**config.mk**
```make
export PLATFORM = sky130hd
export DESIGN_NAME = nested_request_arbiter
export DESIGN_NICKNAME = d
export VERILOG_FILES = /design/src/rtl/vector_map_pkg.sv /design/src/rtl/nested_request_arbiter.sv /design/src/rtl/request_merge.sv
export SDC_FILE = /design/constraint.sdc
export NUM_CORES = 1
export LEC_CHECK = 0
export BUFFER_PORTS_ARGS = -buffer_cell sky130_fd_sc_hd__buf_2
export CAP_MARGIN = 30
export CORE_ASPECT_RATIO = 0.75
export CORE_UTILIZATION = 40
export CTS_BUF_LIST = sky130_fd_sc_hd__clkbuf_4
export DETAILED_ROUTE_END_ITERATION = 16
export GPL_ROUTABILITY_DRIVEN = 0
export PLACE_DENSITY = 0.72
export SYNTH_ARGS = -nofsm -noshare
export SYNTH_HDL_FRONTEND = slang
export SYNTH_SLANG_ARGS = --single-unit
```
**constraint.sdc**
```tcl
create_clock -name clk_sys_in -period 0.8 [get_ports clk_sys_in]
set_input_delay 0.08 -clock clk_sys_in [delete_from_list [all_inputs] [get_ports clk_sys_in]]
set_output_delay 0.08 -clock clk_sys_in [all_outputs]
set_load 0.01 [all_outputs]
```
**src/rtl/vector_map_pkg.sv**
```systemverilog
// Purpose: Shared constants and carriers for the nested request arbiter.
// Assumes: One 20 MHz system clock; vector addresses are byte addresses.
// Notes: Fixed exception urgencies are encoded below the four programmable levels.
package vector_map_pkg;
  localparam int CHAN_COUNT = 32;
  localparam int LIVE_CHANNELS = 30;
  localparam int PRIO_W = 2;
  localparam int RANK_W = 3;
  localparam logic [31:0] VEC_RESET = 32'h0000_0004;
  localparam logic [31:0] VEC_NONMASK = 32'h0000_0008;
  localparam logic [31:0] VEC_HARD_FAULT = 32'h0000_000C;
  localparam logic [31:0] VEC_SUPERVISOR = 32'h0000_002C;
  localparam logic [31:0] VEC_DEFERRED = 32'h0000_0038;
  localparam logic [31:0] VEC_TICK = 32'h0000_003C;
  localparam logic [31:0] VEC_CHAN_BASE = 32'h0000_0040;
  localparam logic [31:0] VEC_NONE = 32'h0000_0000;
  // Rank 0 is the most urgent; fixed levels -3, -2, -1 map to 0, 1, 2.
  localparam logic [RANK_W-1:0] RANK_RESET = 3'h0;
  localparam logic [RANK_W-1:0] RANK_NONMASK = 3'h1;
  localparam logic [RANK_W-1:0] RANK_HARD_FAULT = 3'h2;
  localparam logic [RANK_W-1:0] RANK_PROG_BASE = 3'h3;
  localparam logic [RANK_W-1:0] RANK_IDLE = 3'h7;
  localparam logic [PRIO_W-1:0] PRIO_RESET_VALUE = 2'h0;
  localparam logic [15:0] TICK_CALIBRATION = 16'h2328;
  localparam int CHAN_WATCHDOG = 0;
  localparam int CHAN_SUPPLY = 1;
  localparam int CHAN_RTC = 2;
  localparam int CHAN_DMA1 = 9;
  localparam int CHAN_DMA_PAIR = 10;
  localparam int CHAN_DMA_QUAD = 11;
  localparam int CHAN_CONV_CMP = 12;
  localparam int CHAN_TIM_GEN = 13;
  localparam int CHAN_TIM_CAP = 14;

  typedef struct packed {
    logic supervisor_call_entry;
    logic deferred_service_entry;
    logic tick_timer_entry;
  } core_req_s;

  typedef struct packed {
    logic supply_voltage_detector_request;
    logic rtc_request;
    logic rtc_event_line;
    logic [6:0] dma_channel_request;
    logic converter_request;
    logic [2:0] comparator_event_line;
    logic [3:0] advanced_timer_general_request;
    logic advanced_timer_capture_request;
  } merged_src_s;

  typedef struct packed {
    logic valid;
    logic [RANK_W-1:0] rank;
    logic [31:0] vector;
  } grant_s;

  function automatic logic [31:0] chan_vector(input logic [4:0] chan);
    chan_vector = VEC_CHAN_BASE + {25'h0, chan, 2'h0};
  endfunction : chan_vector
endpackage : vector_map_pkg

```
**src/rtl/nested_request_arbiter.sv**
```systemverilog
// Purpose: Picks the most urgent pending exception or request and presents its vector.
// Assumes: Inputs come from logic on clk_sys_in; priorities are driven by the core side.
// Notes: Grant is registered, so a late higher request replaces the offer next cycle.
//
// Summary of operation
// - Thirty maskable peripheral request channels besides core exceptions.
// - Each configurable request has a two-bit priority, four levels.
// - All interrupts and core exceptions are arbitrated here; late higher wins.
// - Tick calibration value reads 9000, one millisecond at 9 MHz.
// - Reset uses vector 0x4 at fixed priority -3, most urgent.
// - Non-maskable entry at 0x8, priority -2, raised by clock security monitor.
// - Hard fault at 0xC, fixed priority -1, for every fault.
// - Supervisor call 0x2C, deferred service 0x38, tick timer 0x3C.
// - Channel 0 watchdog at 0x40; channel 1 supply detector at 0x44.
// - Channel 2 carries real-time clock with event line 19, 0x48.
// - DMA channel 1 at 0x64, 2-3 at 0x68, 4-7 at 0x6C.
// - Channel 12 merges converter and comparator event lines, vector 0x70.
// - Timer one general events at 0x74, capture/compare at 0x78.
`timescale 1ns/1ps
`default_nettype none
module nested_request_arbiter
  import vector_map_pkg::*;
(
  input wire logic clk_sys_in,
  input wire logic reset_n_in,
  input wire logic reset_entry_in,
  input wire logic clock_security_monitor_in,
  input wire logic fault_in,
  input wire core_req_s core_req_in,
  input wire logic [PRIO_W-1:0] supervisor_prio_in,
  input wire logic [PRIO_W-1:0] deferred_prio_in,
  input wire logic [PRIO_W-1:0] tick_prio_in,
  input wire logic [CHAN_COUNT-1:0] direct_req_in,
  input wire merged_src_s merged_in,
  input wire logic [CHAN_COUNT-1:0] chan_enable_in,
  input wire logic [CHAN_COUNT*PRIO_W-1:0] chan_prio_in,
  output logic grant_valid_out,
  output logic [RANK_W-1:0] grant_rank_out,
  output logic [31:0] grant_vector_out,
  output logic [15:0] tick_calibration_out
);
  logic [CHAN_COUNT-1:0] chan_req;
  logic [CHAN_COUNT-1:0] chan_pend;
  grant_s grant_reg;
  grant_s grant_next;
  grant_s best;

  request_merge u_merge (
    .direct_req_in(direct_req_in),
    .merged_in(merged_in),
    .chan_req_out(chan_req)
  );

  // Channels 30 and 31 are masked again here so a bad merge can never pend them.
  assign chan_pend = chan_req & chan_enable_in
      & {{(CHAN_COUNT-LIVE_CHANNELS){1'b0}}, {LIVE_CHANNELS{1'b1}}};

  function automatic logic [RANK_W-1:0] prog_rank(input logic [PRIO_W-1:0] p);
    prog_rank = RANK_PROG_BASE + {1'b0, p};
  endfunction : prog_rank

  // Strictly-less comparison while scanning upward keeps the lowest position on ties,
  // and core exceptions are scanned first because they sit ahead of every channel.
  always_comb begin
    best = '{valid: 1'b0, rank: RANK_IDLE, vector: VEC_NONE};
    if (core_req_in.supervisor_call_entry &&
        prog_rank(supervisor_prio_in) < best.rank) begin
      best = '{valid: 1'b1, rank: prog_rank(supervisor_prio_in), vector: VEC_SUPERVISOR};
    end
    if (core_req_in.deferred_service_entry &&
        prog_rank(deferred_prio_in) < best.rank) begin
      best = '{valid: 1'b1, rank: prog_rank(deferred_prio_in), vector: VEC_DEFERRED};
    end
    if (core_req_in.tick_timer_entry && prog_rank(tick_prio_in) < best.rank) begin
      best = '{valid: 1'b1, rank: prog_rank(tick_prio_in), vector: VEC_TICK};
    end
    for (int i = 0; i < LIVE_CHANNELS; i++) begin
      if (chan_pend[i] && prog_rank(chan_prio_in[i*PRIO_W +: PRIO_W]) < best.rank) begin
        best = '{valid: 1'b1, rank: prog_rank(chan_prio_in[i*PRIO_W +: PRIO_W]),
                 vector: chan_vector(5'(i))};
      end
    end
    if (fault_in) begin
      best = '{valid: 1'b1, rank: RANK_HARD_FAULT, vector: VEC_HARD_FAULT};
    end
    if (clock_security_monitor_in) begin
      best = '{valid: 1'b1, rank: RANK_NONMASK, vector: VEC_NONMASK};
    end
    if (reset_entry_in) begin
      best = '{valid: 1'b1, rank: RANK_RESET, vector: VEC_RESET};
    end
  end

  // Re-evaluated every cycle, so a higher request arriving late replaces the offer.
  always_comb begin
    grant_next = best;
  end

  always_ff @(posedge clk_sys_in or negedge reset_n_in) begin
    if (!reset_n_in) begin
      grant_reg <= '{valid: 1'b0, rank: RANK_IDLE, vector: VEC_NONE};
    end else begin
      grant_reg <= grant_next;
    end
  end

  assign grant_valid_out = grant_reg.valid;
  assign grant_rank_out = grant_reg.rank;
  assign grant_vector_out = grant_reg.vector;
  assign tick_calibration_out = TICK_CALIBRATION;

  // Fixed entries override every programmable level and ignore the channel enables.
  a_reset_wins: assert property (@(posedge clk_sys_in) disable iff (!reset_n_in)
    reset_entry_in |=> grant_vector_out == VEC_RESET && grant_rank_out == RANK_RESET)
    else $error("Reset entry did not win arbitration.");
  a_nonmask_vec: assert property (@(posedge clk_sys_in) disable iff (!reset_n_in)
    clock_security_monitor_in && !reset_entry_in |=> grant_vector_out == VEC_NONMASK)
    else $error("Non-maskable entry not presented.");
  a_nonmask_rank: assert property (@(posedge clk_sys_in) disable iff (!reset_n_in)
    clock_security_monitor_in && !reset_entry_in
    |=> grant_valid_out && grant_rank_out == RANK_NONMASK)
    else $error("Non-maskable entry has the wrong rank.");
  a_fault_vec: assert property (@(posedge clk_sys_in) disable iff (!reset_n_in)
    fault_in && !clock_security_monitor_in && !reset_entry_in
    |=> grant_vector_out == VEC_HARD_FAULT && grant_rank_out == RANK_HARD_FAULT)
    else $error("Hard fault not presented.");
  a_tick_calib: assert property (@(posedge clk_sys_in) disable iff (!reset_n_in)
    tick_calibration_out == 16'h2328)
    else $error("Tick calibration value wrong.");

  // Presence of a grant and the idle encoding that the core sees between requests.
  a_valid_tracks: assert property (@(posedge clk_sys_in) disable iff (!reset_n_in)
    (|chan_pend || reset_entry_in || fault_in) |=> grant_valid_out)
    else $error("Pending request not granted.");
  a_idle_none: assert property (@(posedge clk_sys_in) disable iff (!reset_n_in)
    !(|chan_pend) && core_req_in == '0
    && !reset_entry_in && !clock_security_monitor_in && !fault_in
    |=> !grant_valid_out && grant_rank_out == RANK_IDLE && grant_vector_out == VEC_NONE)
    else $error("Idle arbiter still presents a grant.");
  a_masked_quiet: assert property (@(posedge clk_sys_in) disable iff (!reset_n_in)
    chan_enable_in == '0 && core_req_in == '0
    && !reset_entry_in && !clock_security_monitor_in && !fault_in
    |=> !grant_valid_out)
    else $error("Disabled channel reached the core.");
  a_valid_rank: assert property (@(posedge clk_sys_in) disable iff (!reset_n_in)
    grant_valid_out |-> grant_rank_out != RANK_IDLE)
    else $error("Valid grant carries the idle rank.");

  // Channel numbering and the reserved top channels.
  a_reserved_idle: assert property (@(posedge clk_sys_in) disable iff (!reset_n_in)
    chan_pend[31:30] == 2'h0)
    else $error("Reserved channel pending.");
  a_chan_vector: assert property (@(posedge clk_sys_in) disable iff (!reset_n_in)
    grant_valid_out && grant_vector_out >= VEC_CHAN_BASE
    |-> grant_vector_out[1:0] == 2'h0 && grant_vector_out < 32'h0000_00B8)
    else $error("Channel vector out of range.");
  a_chan_rank: assert property (@(posedge clk_sys_in) disable iff (!reset_n_in)
    grant_valid_out && grant_vector_out >= VEC_CHAN_BASE
    |-> grant_rank_out >= RANK_PROG_BASE)
    else $error("Channel grant carries a fixed rank.");

  // Core exceptions sit ahead of every channel, so level 0 lets them through unless a fixed entry or an earlier-scanned core exception pends.
  a_supervisor_vec: assert property (@(posedge clk_sys_in) disable iff (!reset_n_in)
    core_req_in.supervisor_call_entry && supervisor_prio_in == 2'h0
    && !reset_entry_in && !clock_security_monitor_in && !fault_in
    |=> grant_vector_out == VEC_SUPERVISOR)
    else $error("Supervisor call not presented.");
  a_deferred_vec: assert property (@(posedge clk_sys_in) disable iff (!reset_n_in)
    core_req_in.deferred_service_entry && deferred_prio_in == 2'h0
    && !core_req_in.supervisor_call_entry
    && !reset_entry_in && !clock_security_monitor_in && !fault_in
    |=> grant_vector_out == VEC_DEFERRED)
    else $error("Deferred service not presented.");
  a_tick_vec: assert property (@(posedge clk_sys_in) disable iff (!reset_n_in)
    core_req_in.tick_timer_entry && tick_prio_in == 2'h0
    && !core_req_in.supervisor_call_entry && !core_req_in.deferred_service_entry
    && !reset_entry_in && !clock_security_monitor_in && !fault_in
    |=> grant_vector_out == VEC_TICK)
    else $error("Tick timer entry not presented.");
  a_watchdog_vec: assert property (@(posedge clk_sys_in) disable iff (!reset_n_in)
    chan_pend[CHAN_WATCHDOG] && chan_prio_in[1:0] == 2'h0 && core_req_in == '0
    && !reset_entry_in && !clock_security_monitor_in && !fault_in
    |=> grant_vector_out == VEC_CHAN_BASE)
    else $error("Watchdog request not presented.");
  a_tie_lower: assert property (@(posedge clk_sys_in) disable iff (!reset_n_in)
    chan_pend[0] && chan_pend[1] && chan_prio_in[1:0] == chan_prio_in[3:2]
    && !reset_entry_in && !clock_security_monitor_in && !fault_in
    && core_req_in == '0 && chan_prio_in[1:0] == 2'h0
    |=> grant_vector_out == 32'h0000_0040)
    else $error("Tie not resolved to lower channel.");
  a_prio_order: assert property (@(posedge clk_sys_in) disable iff (!reset_n_in)
    chan_pend[0] && chan_pend[1] && chan_prio_in[3:2] == 2'h0 && chan_prio_in[1:0] == 2'h3
    && !reset_entry_in && !clock_security_monitor_in && !fault_in && core_req_in == '0
    |=> grant_vector_out == 32'h0000_0044)
    else $error("Higher priority channel lost.");

  // Every source of a shared channel must raise that channel on its own.
  a_merge_supply: assert property (@(posedge clk_sys_in) disable iff (!reset_n_in)
    merged_in.supply_voltage_detector_request && chan_enable_in[CHAN_SUPPLY]
    |-> chan_pend[CHAN_SUPPLY])
    else $error("Supply detector request lost.");
  a_merge_rtc: assert property (@(posedge clk_sys_in) disable iff (!reset_n_in)
    merged_in.rtc_event_line && chan_enable_in[CHAN_RTC]
    |-> chan_pend[CHAN_RTC])
    else $error("Real-time clock event line lost.");
  a_merge_dma: assert property (@(posedge clk_sys_in) disable iff (!reset_n_in)
    merged_in.dma_channel_request[2] && chan_enable_in[CHAN_DMA_PAIR]
    |-> chan_pend[CHAN_DMA_PAIR])
    else $error("Paired DMA request lost.");
  a_merge_quad: assert property (@(posedge clk_sys_in) disable iff (!reset_n_in)
    merged_in.dma_channel_request[6] && chan_enable_in[CHAN_DMA_QUAD]
    |-> chan_pend[CHAN_DMA_QUAD])
    else $error("Grouped DMA request lost.");
  a_merge_conv: assert property (@(posedge clk_sys_in) disable iff (!reset_n_in)
    merged_in.comparator_event_line != 3'h0 && chan_enable_in[CHAN_CONV_CMP]
    |-> chan_pend[CHAN_CONV_CMP])
    else $error("Comparator event line lost.");
  a_merge_timer: assert property (@(posedge clk_sys_in) disable iff (!reset_n_in)
    merged_in.advanced_timer_general_request != 4'h0 && chan_enable_in[CHAN_TIM_GEN]
    |-> chan_pend[CHAN_TIM_GEN])
    else $error("Timer general request lost.");

  c_reset_taken: cover property (@(posedge clk_sys_in) disable iff (!reset_n_in)
    grant_vector_out == VEC_RESET);
  c_late_higher: cover property (@(posedge clk_sys_in) disable iff (!reset_n_in)
    grant_valid_out ##1 grant_valid_out && grant_rank_out < $past(grant_rank_out));
  c_channel_grant: cover property (@(posedge clk_sys_in) disable iff (!reset_n_in)
    grant_valid_out && grant_vector_out == 32'h0000_0070);
  c_fault_taken: cover property (@(posedge clk_sys_in) disable iff (!reset_n_in)
    grant_valid_out && grant_rank_out == RANK_HARD_FAULT);
  c_core_grant: cover property (@(posedge clk_sys_in) disable iff (!reset_n_in)
    grant_valid_out && grant_vector_out == VEC_TICK);
endmodule : nested_request_arbiter
`default_nettype wire

```
**src/rtl/request_merge.sv**
```systemverilog
// Purpose: Folds grouped peripheral sources onto their shared request channels.
// Assumes: All sources are on the system clock and already synchronised.
// Notes: Pure combinational; unmerged channels below 30 pass straight through; channels 30 and 31 are cleared.
`timescale 1ns/1ps
`default_nettype none
module request_merge
  import vector_map_pkg::*;
(
  input wire logic [CHAN_COUNT-1:0] direct_req_in,
  input wire merged_src_s merged_in,
  output logic [CHAN_COUNT-1:0] chan_req_out
);
  always_comb begin
    chan_req_out = direct_req_in;
    chan_req_out[CHAN_SUPPLY] = merged_in.supply_voltage_detector_request;
    chan_req_out[CHAN_RTC] = merged_in.rtc_request | merged_in.rtc_event_line;
    chan_req_out[CHAN_DMA1] = merged_in.dma_channel_request[0];
    chan_req_out[CHAN_DMA_PAIR] = |merged_in.dma_channel_request[2:1];
    chan_req_out[CHAN_DMA_QUAD] = |merged_in.dma_channel_request[6:3];
    chan_req_out[CHAN_CONV_CMP] = merged_in.converter_request
        | (|merged_in.comparator_event_line);
    chan_req_out[CHAN_TIM_GEN] = |merged_in.advanced_timer_general_request;
    chan_req_out[CHAN_TIM_CAP] = merged_in.advanced_timer_capture_request;
    chan_req_out[CHAN_COUNT-1:LIVE_CHANNELS] = '0;
  end
endmodule : request_merge
`default_nettype wire

```
==> results of run 1 <==
==> cell usage in the layout, fill, tap and decap left out, drive strengths merged, types with 14 or more instances in the layout <==
cell	synthesis	final
buf	45	600
nand2	120	120
inv	103	103
nor2	90	90
a21oi	68	68
o21ai	60	60
nand3	50	50
conb	2	42
ha	38	38
and2	29	29
a31oi	29	29
and3	26	26
nor3	26	26
o211ai	19	19
o31ai	16	16
o21a	14	14
maj3	14	14
a211oi	14	14
==> cell families (layout without fill, tap and decap cells) <==
kind of cell	count (synthesis)	in the layout	synth area share
other cells	2	42	0.00116
fa+ha+maj	52	52	0.0949
flops	10	10	0.0391
simple gates	406	406	0.305
buf+inv	156	708	0.116
mux	6	6	0.0108
compound gates	371	371	0.433
==> where the power goes <==
part / switching (uW) / total (uW) / internal (uW) / leakage (uW)
registers: 35.0 / 611 / 576 / 0.000117
logic: 7270 / 14200 / 6930 / 0.00568
clock network: 210 / 438 / 228 / 0.0000184
total: 7520 / 15300 / 7740 / 0.00582
==> synth_stat cells (all sizes together), types with 4 or more instances <==
cell type,count,share of area
nand2,120,0.069
inv,103,0.059
nor2,90,0.052
a21oi,68,0.054
o21ai,60,0.047
nand3,50,0.039
buf,45,0.052
ha,38,0.073
a31oi,29,0.031
and2,29,0.028
and3,26,0.027
nor3,26,0.022
o211ai,19,0.023
o31ai,16,0.021
a211oi,14,0.018
maj3,14,0.022
o21a,14,0.016
a21o,12,0.014
o211a,12,0.018
or2,12,0.012
a21boi,11,0.013
nand2b,11,0.012
o31a,10,0.015
nand4,9,0.0087
o2111ai,9,0.013
clkbuf,8,0.0046
nor2b,8,0.0077
o21bai,8,0.0092
a32o,7,0.011
dfrtp,7,0.027
or3,7,0.0067
a22oi,6,0.0069
a41oi,6,0.010
o221ai,6,0.0090
o22ai,6,0.0058
o32ai,6,0.0092
a311oi,5,0.010
mux2,5,0.0092
nor4,5,0.0048
o311ai,5,0.0067
a2bb2oi,4,0.0054
a31o,4,0.0054
a32oi,4,0.0065
o2bb2ai,4,0.0064
o41a,4,0.0069
==> registers in the layout (all words and copies together), names as in the netlist <==
name and cells:
grant_vector_out 6, grant_rank_out 3, grant_valid_out 1
==> timing repair <==
action | in CTS | in global routing
setup buffers | 51 | 17
hold endpoints to repair | 10 | 0
pin swaps | 43 | 42
setup endpoints to repair | 20 | 20
gates cloned | 0 | 0
hold buffers | 1 | 0
resized for setup | 61 | 61
==> area by class of cell <==
cell class / instances / area, um^2 / area share
multi-input combinational: 877 / 6470 / 0.556
timing repair buffer: 601 / 4220 / 0.363
inverter: 103 / 399 / 0.0343
tap: 205 / 256 / 0.0221
sequential: 10 / 254 / 0.0219
clock buffer: 4 / 30.0 / 0.00258
==> final timing paths <==
path	endpoint	slack, ns	depth (start not counted)
min in group asynchronous	grant_vector_out[6]$_DFF_PN0_	0.20	2
worst max-delay path	grant_vector_out[6]$_DFF_PN0_	-10.56	55
max in group asynchronous	grant_rank_out[1]$_DFF_PN1_	0.32	2
worst min-delay path	grant_rank_out[0]$_DFF_PN1_	0.1	3
==> critical path: cells and delay by family <==
family	cells	cell delay [ns]
AO/OA/AOI/OAI	29	6.38
AND/OR/NAND/NOR	13	2.40
buffers and inverters	8	1.12
adder cells (fa/ha/maj)	3	0.81
multiplexers	2	0.71
==> through the flow <==
stage,std cells,hold slack [ns]
3_5_place_dp,1728,-0.0379
2_1_floorplan,1043,-0.216
6_report,1800,0.0990
4_1_cts,1784,0.0827
5_1_grt,1800,0.104
3_3_place_gp,1728,-0.0430
==> per-layer routing <==
layer | GRT usage | routed length (um)
met4 | 0.124 | 1640
met5 | 0 | 0
met3 | 0.0419 | 2870
met2 | 0.538 | 14100
met1 | 0.396 | 12200
==> summary.md, run 1 <==
| Metric | Value |
|---|---|
| Arr. time, crit path | `11.54 ns` |
| Final Hold Viols | `0` |
| First-pass GRT wire length | `44200 um` |
| CTS tree | `done` |
| DR vias | `10.8k` |
| Layout fillers | `1101` |
| NumNets Final | `1795` |
| TritonCTS buffer count | `3` |
| Failing checks | `negative setup slack` |
| VDD IR-drop max | `0.579 mV` |
| Hold Crit Class | `in2reg` |
| Final ANT Viol Nets | `0` |
| First-iteration detailed-routing DRC count | `between 1k and 1.5k` |
| Vias in the first global route | `roughly 9.8k` |
| Max_cap viols | `0` |
| Run status | `finished, violations left` |
| Yosys warning total | `0` |
| Routed WL | `30800 um` |
| Req. time, crit path | `0.98 ns` |
| H-tree levels | `1` |
| Design Power | `15300 uW` |
| WL/cell | `between 15 and 20 um` |
| Dpl cell area | `10400 um^2` |
| IO Port Bufs | `154` |
| Critical path's slowest cell | `o32ai_4` |
| Setup violators final | `20` |
| DRC | `0` |
| Grt ovf | `0` |
| Tot GR Track Use | `0.314` |
| Site row count | `39` |
| Pre-CTS WS | `-10.25 ns` |
| Worst hold start | `reset_entry_in` |
| EDFF count, synth | `0` |
| Pre-antenna DRT Iters | `7` |
| I/O Pins | `about 210` |
| Type of the worst setup path | `in2reg` |
| DR vias/cell | `6.01` |
| Clk root buf | `clkbuf_4` |
| Initial antenna violation count | `0` |
| Finished Core Util | `0.747` |
| Crit path max fanout | `8` |
| Worst-path clk slew | `0.08 ns` |
| Num Clock Sinks | `10` |
| Count of pins over their slew limit | `0` |
| Fmax | `88.0 MHz` |
| Worst-margin pin slew | `0.551 ns` |
| RSZ-0062 raised after global routing | `yes` |
| PwrDens | `1310 nW/um^2` |
| Dpl hpwl | `20100 um` |
| Largest net degree at the start of global routing | `11` |
| Max_slew headroom | `0.627` |
| Static Leakage | `0.00582 uW` |
| Core box area | `15600 um^2` |
| CP max stage delay | `~0.40 ns` |
| Design area | `~12000 um^2` |
| Critical Path Start | `deferred_prio_in[0]` |
| Area grow syn2layout | `78.8%` |
| Proportion of synthesized chip area in sequential cells | `0.0391` |
| Netlist cell types | `108` |
| Critical path's most frequent cell | `buf_4` |
| Mapped cell area | `around 6500 um^2` |
| Main synth FF type | `dfrtp_1` |
| Final worst slack | `-10.56 ns` |
| Fraction of layout cells with a size suffix above 1 | `0.478` |
| TNS Setup | `-106.11 ns` |
| Die footprint | `16800 um^2` |
| Die Ht | `112 um` |
| Tcrit/Tclk final | `14.2` |
| Final Critical Period | `11.36 ns` |
| Seq cells post-synth | `10` |
| Mapped Cells | `1003` |
| Ys async rst share | `1.00` |
| Ant. Diodes | `0` |
| Initial Utilization | `0.417` |
| Die width | `149 um` |
| CTS Buffer Depth | `2` |
| Startpoint types | `primary input` |
| CP endpoint kind | `flip-flop` |
| Mean area per synthesized cell | `6.48 um^2` |
Note: power is estimated with default switching activity, not from simulation.
==> inputs of run 2 (changes only) <==
--- a/config.mk
+++ b/config.mk
@@ -6,7 +6,7 @@
 export NUM_CORES = 1
 export LEC_CHECK = 0
 export BUFFER_PORTS_ARGS = -buffer_cell sky130_fd_sc_hd__buf_2
-export CAP_MARGIN = 30
+export CAP_MARGIN = 25
 export CORE_ASPECT_RATIO = 0.75
 export CORE_UTILIZATION = 40
 export CTS_BUF_LIST = sky130_fd_sc_hd__clkbuf_4
==> constraint.sdc (replaced) <==
create_clock -name clk_sys_in -period 0.8 [get_ports clk_sys_in]
set_input_delay 0.08 -clock clk_sys_in [delete_from_list [all_inputs] [get_ports clk_sys_in]]
set_output_delay 0.08 -clock clk_sys_in [all_outputs]
set_load 0.05 [all_outputs]
==> run 2 against run 1 <==
  * The flow still finishes with violations (negative setup slack)
  * Sequential share of layout area about the same
  * Cell area increased by 0.36%
  * Fmax grew 0.34%
  * Flip-flop and latch count did not move
  * Clock power is 5.0% higher
  * Power grew 3.0%
  * Setup slack gained 0.039 ns
  * Clock-buffer cell count is the same
  * Die area unchanged
  * Via count is 4.2% lower
  * Worst hold slack gained 0.036 ns
  * Critical path type unchanged
==> summary.md, run 2 (same netlist as run 1, synthesis figures left out) <==
| Metric | Value |
|---|---|
| VDD IR-drop max | `0.966 mV` |
| CTS tree | `done` |
| Commonest non-fill, non-tap cell in the layout | `buf_4` |
| Critical Path Start | `tick_prio_in[0]` |
| Max_slew headroom | `0.526` |
| CP endpoint kind | `flip-flop` |
| Final Hold Viols | `0` |
| TritonCTS buffer count | `3` |
| Fraction of layout cells with a size suffix above 1 | `0.483` |
| Failing checks | `negative setup slack` |
| Max FFs per register | `6` |
| Type of the worst setup path | `in2reg` |
| DRC | `0` |
| Static Leakage | `0.00580 uW` |
| Arr. time, crit path | `11.49 ns` |
| WHS Path Cells | `3` |
| Core box area | `15600 um^2` |
| First-pass GRT wire length | `around 43000 um` |
| Setup violators final | `20` |
| Commonest cells after routing, fill and taps aside | `413 x buf_4, 142 x buf_2, 114 x nand2_1, 100 x inv_1, 87 x nor2_1` |
| TNS Setup | `-105.54 ns` |
| Critical path's slowest cell | `nor3_1` |
| Final ANT Viol Nets | `0` |
| Tcrit/Tclk final | `14.1` |
| Dpl hpwl | `19900 um` |
| First-iteration detailed-routing DRC count | `919` |
| NumNets Final | `1775` |
| Req. time, crit path | `0.97 ns` |
| Finished Core Util | `0.749` |
| Final worst slack | `-10.52 ns` |
| Design Power | `15700 uW` |
| Largest net degree at the start of global routing | `11` |
| Routed WL | `29700 um` |
| Vias in the first global route | `9594` |
| WL/cell | `16.7 um` |
| Hold Crit Class | `in2reg` |
| Initial antenna violation count | `0` |
| Worst hold start | `reset_entry_in` |
| Startpoint types | `primary input` |
| DR vias/cell | `5.83` |
| Die width | `around 150 um` |
| Dpl cell area | `10500 um^2` |
| Hold EP | `grant_rank_out[0]$_DFF_PN1_` |
| Count of pins over their slew limit | `0` |
| Ant. Diodes | `0` |
| IO Port Bufs | `154` |
| H-tree levels | `1` |
| Crit path max fanout | `5` |
| DR vias | `10.4k` |
| Design area | `11700 um^2` |
| Pre-antenna DRT Iters | `6` |
| Max_cap viols | `0` |
| RSZ-0062 raised after global routing | `yes` |
| Final Critical Period | `11.32 ns` |
| Fmax | `88.3 MHz` |
| Grt ovf | `0` |
| CTS Buffer Depth | `2` |
| Tot GR Track Use | `0.306` |
| PwrDens | `1350 nW/um^2` |
| Worst-margin pin slew | `around 0.70 ns` |
| Run status | `finished, violations left` |
| Non-Filler Instances | `1780` |
| Die Ht | `~110 um` |
| Critical path's most frequent cell | `buf_4` |
| Area grow syn2layout | `79.5%` |
| Num Clock Sinks | `10` |
| Clk root buf | `clkbuf_4` |
| Die footprint | `16800 um^2` |
| Site row count | `39` |
| Initial Utilization | `0.417` |
| Cells after DPL | `1728` |
| Worst-path clk slew | `about 0.09 ns` |
| I/O Pins | `about 210` |
| CP max stage delay | `0.48 ns` |
run 2: changes by cell type in the layout (fill, tap and decap cells not counted), sizes merged:
cell / change
buf: -20
run 2: stage by stage:
| stage | setup WS (ns) | hold WS [ns] |
|---|---|---|
| 2_1_floorplan | -9.21 | -0.216 |
| 3_3_place_gp | -9.81 | -0.0397 |
| 3_5_place_dp | -10.28 | -0.0431 |
| 4_1_cts | -9.76 | 0.0978 |
| 5_1_grt | -11.08 | 0.142 |
| 6_report | -10.52 | 0.135 |
run 2: final cells by class:
class | count | area [um^2]
repair buffers | 581 | 4130
well taps | 205 | 256
fillers | 1055 | 3900
clock buffers | 4 | 30.0
inverters | 103 | 402
flip-flops and latches | 10 | 254
multi-input cells | 877 | 6590
run 2: routing by layer:
layer,global-route usage,part of all wire,vias to the layer above
met4,0.0884,0.039,0
met1,0.394,0.41,4797
met2,0.543,0.47,602
li1,-,-,4851
met5,0,0,-
met3,0.0232,0.084,123
run 2: repair_timing:
action,in CTS,in global routing
endpoints found under the setup margin,20,20
setup buffers,31,20
resized for setup,94,69
pin swaps,56,61
hold buffers,1,0
hold endpoints to repair,10,0
run 2: worst max-delay path, delay by kind of cell:
| family | cells | cell delay (ns) |
|---|---|---|
| AOI/OAI and AO/OA | 27 | 5.81 |
| and+or+nand+nor | 16 | 3.08 |
| buffers and inverters | 9 | 1.32 |
| muxes | 2 | 0.69 |
| adders and majority gates | 2 | 0.48 |
run 2: worst max-delay path by stage:
| stage | endpoint | slack [ns] | cells past startpoint |
|---|---|---|---|
| final | grant_vector_out[6]$_DFF_PN0_ | -10.52 | 56 |
| after global routing | grant_vector_out[6]$_DFF_PN0_ | -11.08 | 57 |
| after CTS | grant_rank_out[1]$_DFF_PN1_ | -9.76 | 53 |
| after detailed placement | grant_vector_out[6]$_DFF_PN0_ | -10.28 | 52 |
| after global placement | grant_vector_out[6]$_DFF_PN0_ | -9.81 | 50 |
| after floorplan | grant_vector_out[6]$_DFF_PN0_ | -9.21 | 50 |
run 2: power breakdown:
group	internal, uW	total (uW)	switching (uW)
Clock	228	460	232
Combinational	6990	14600	7640
Sequential	577	622	45.4
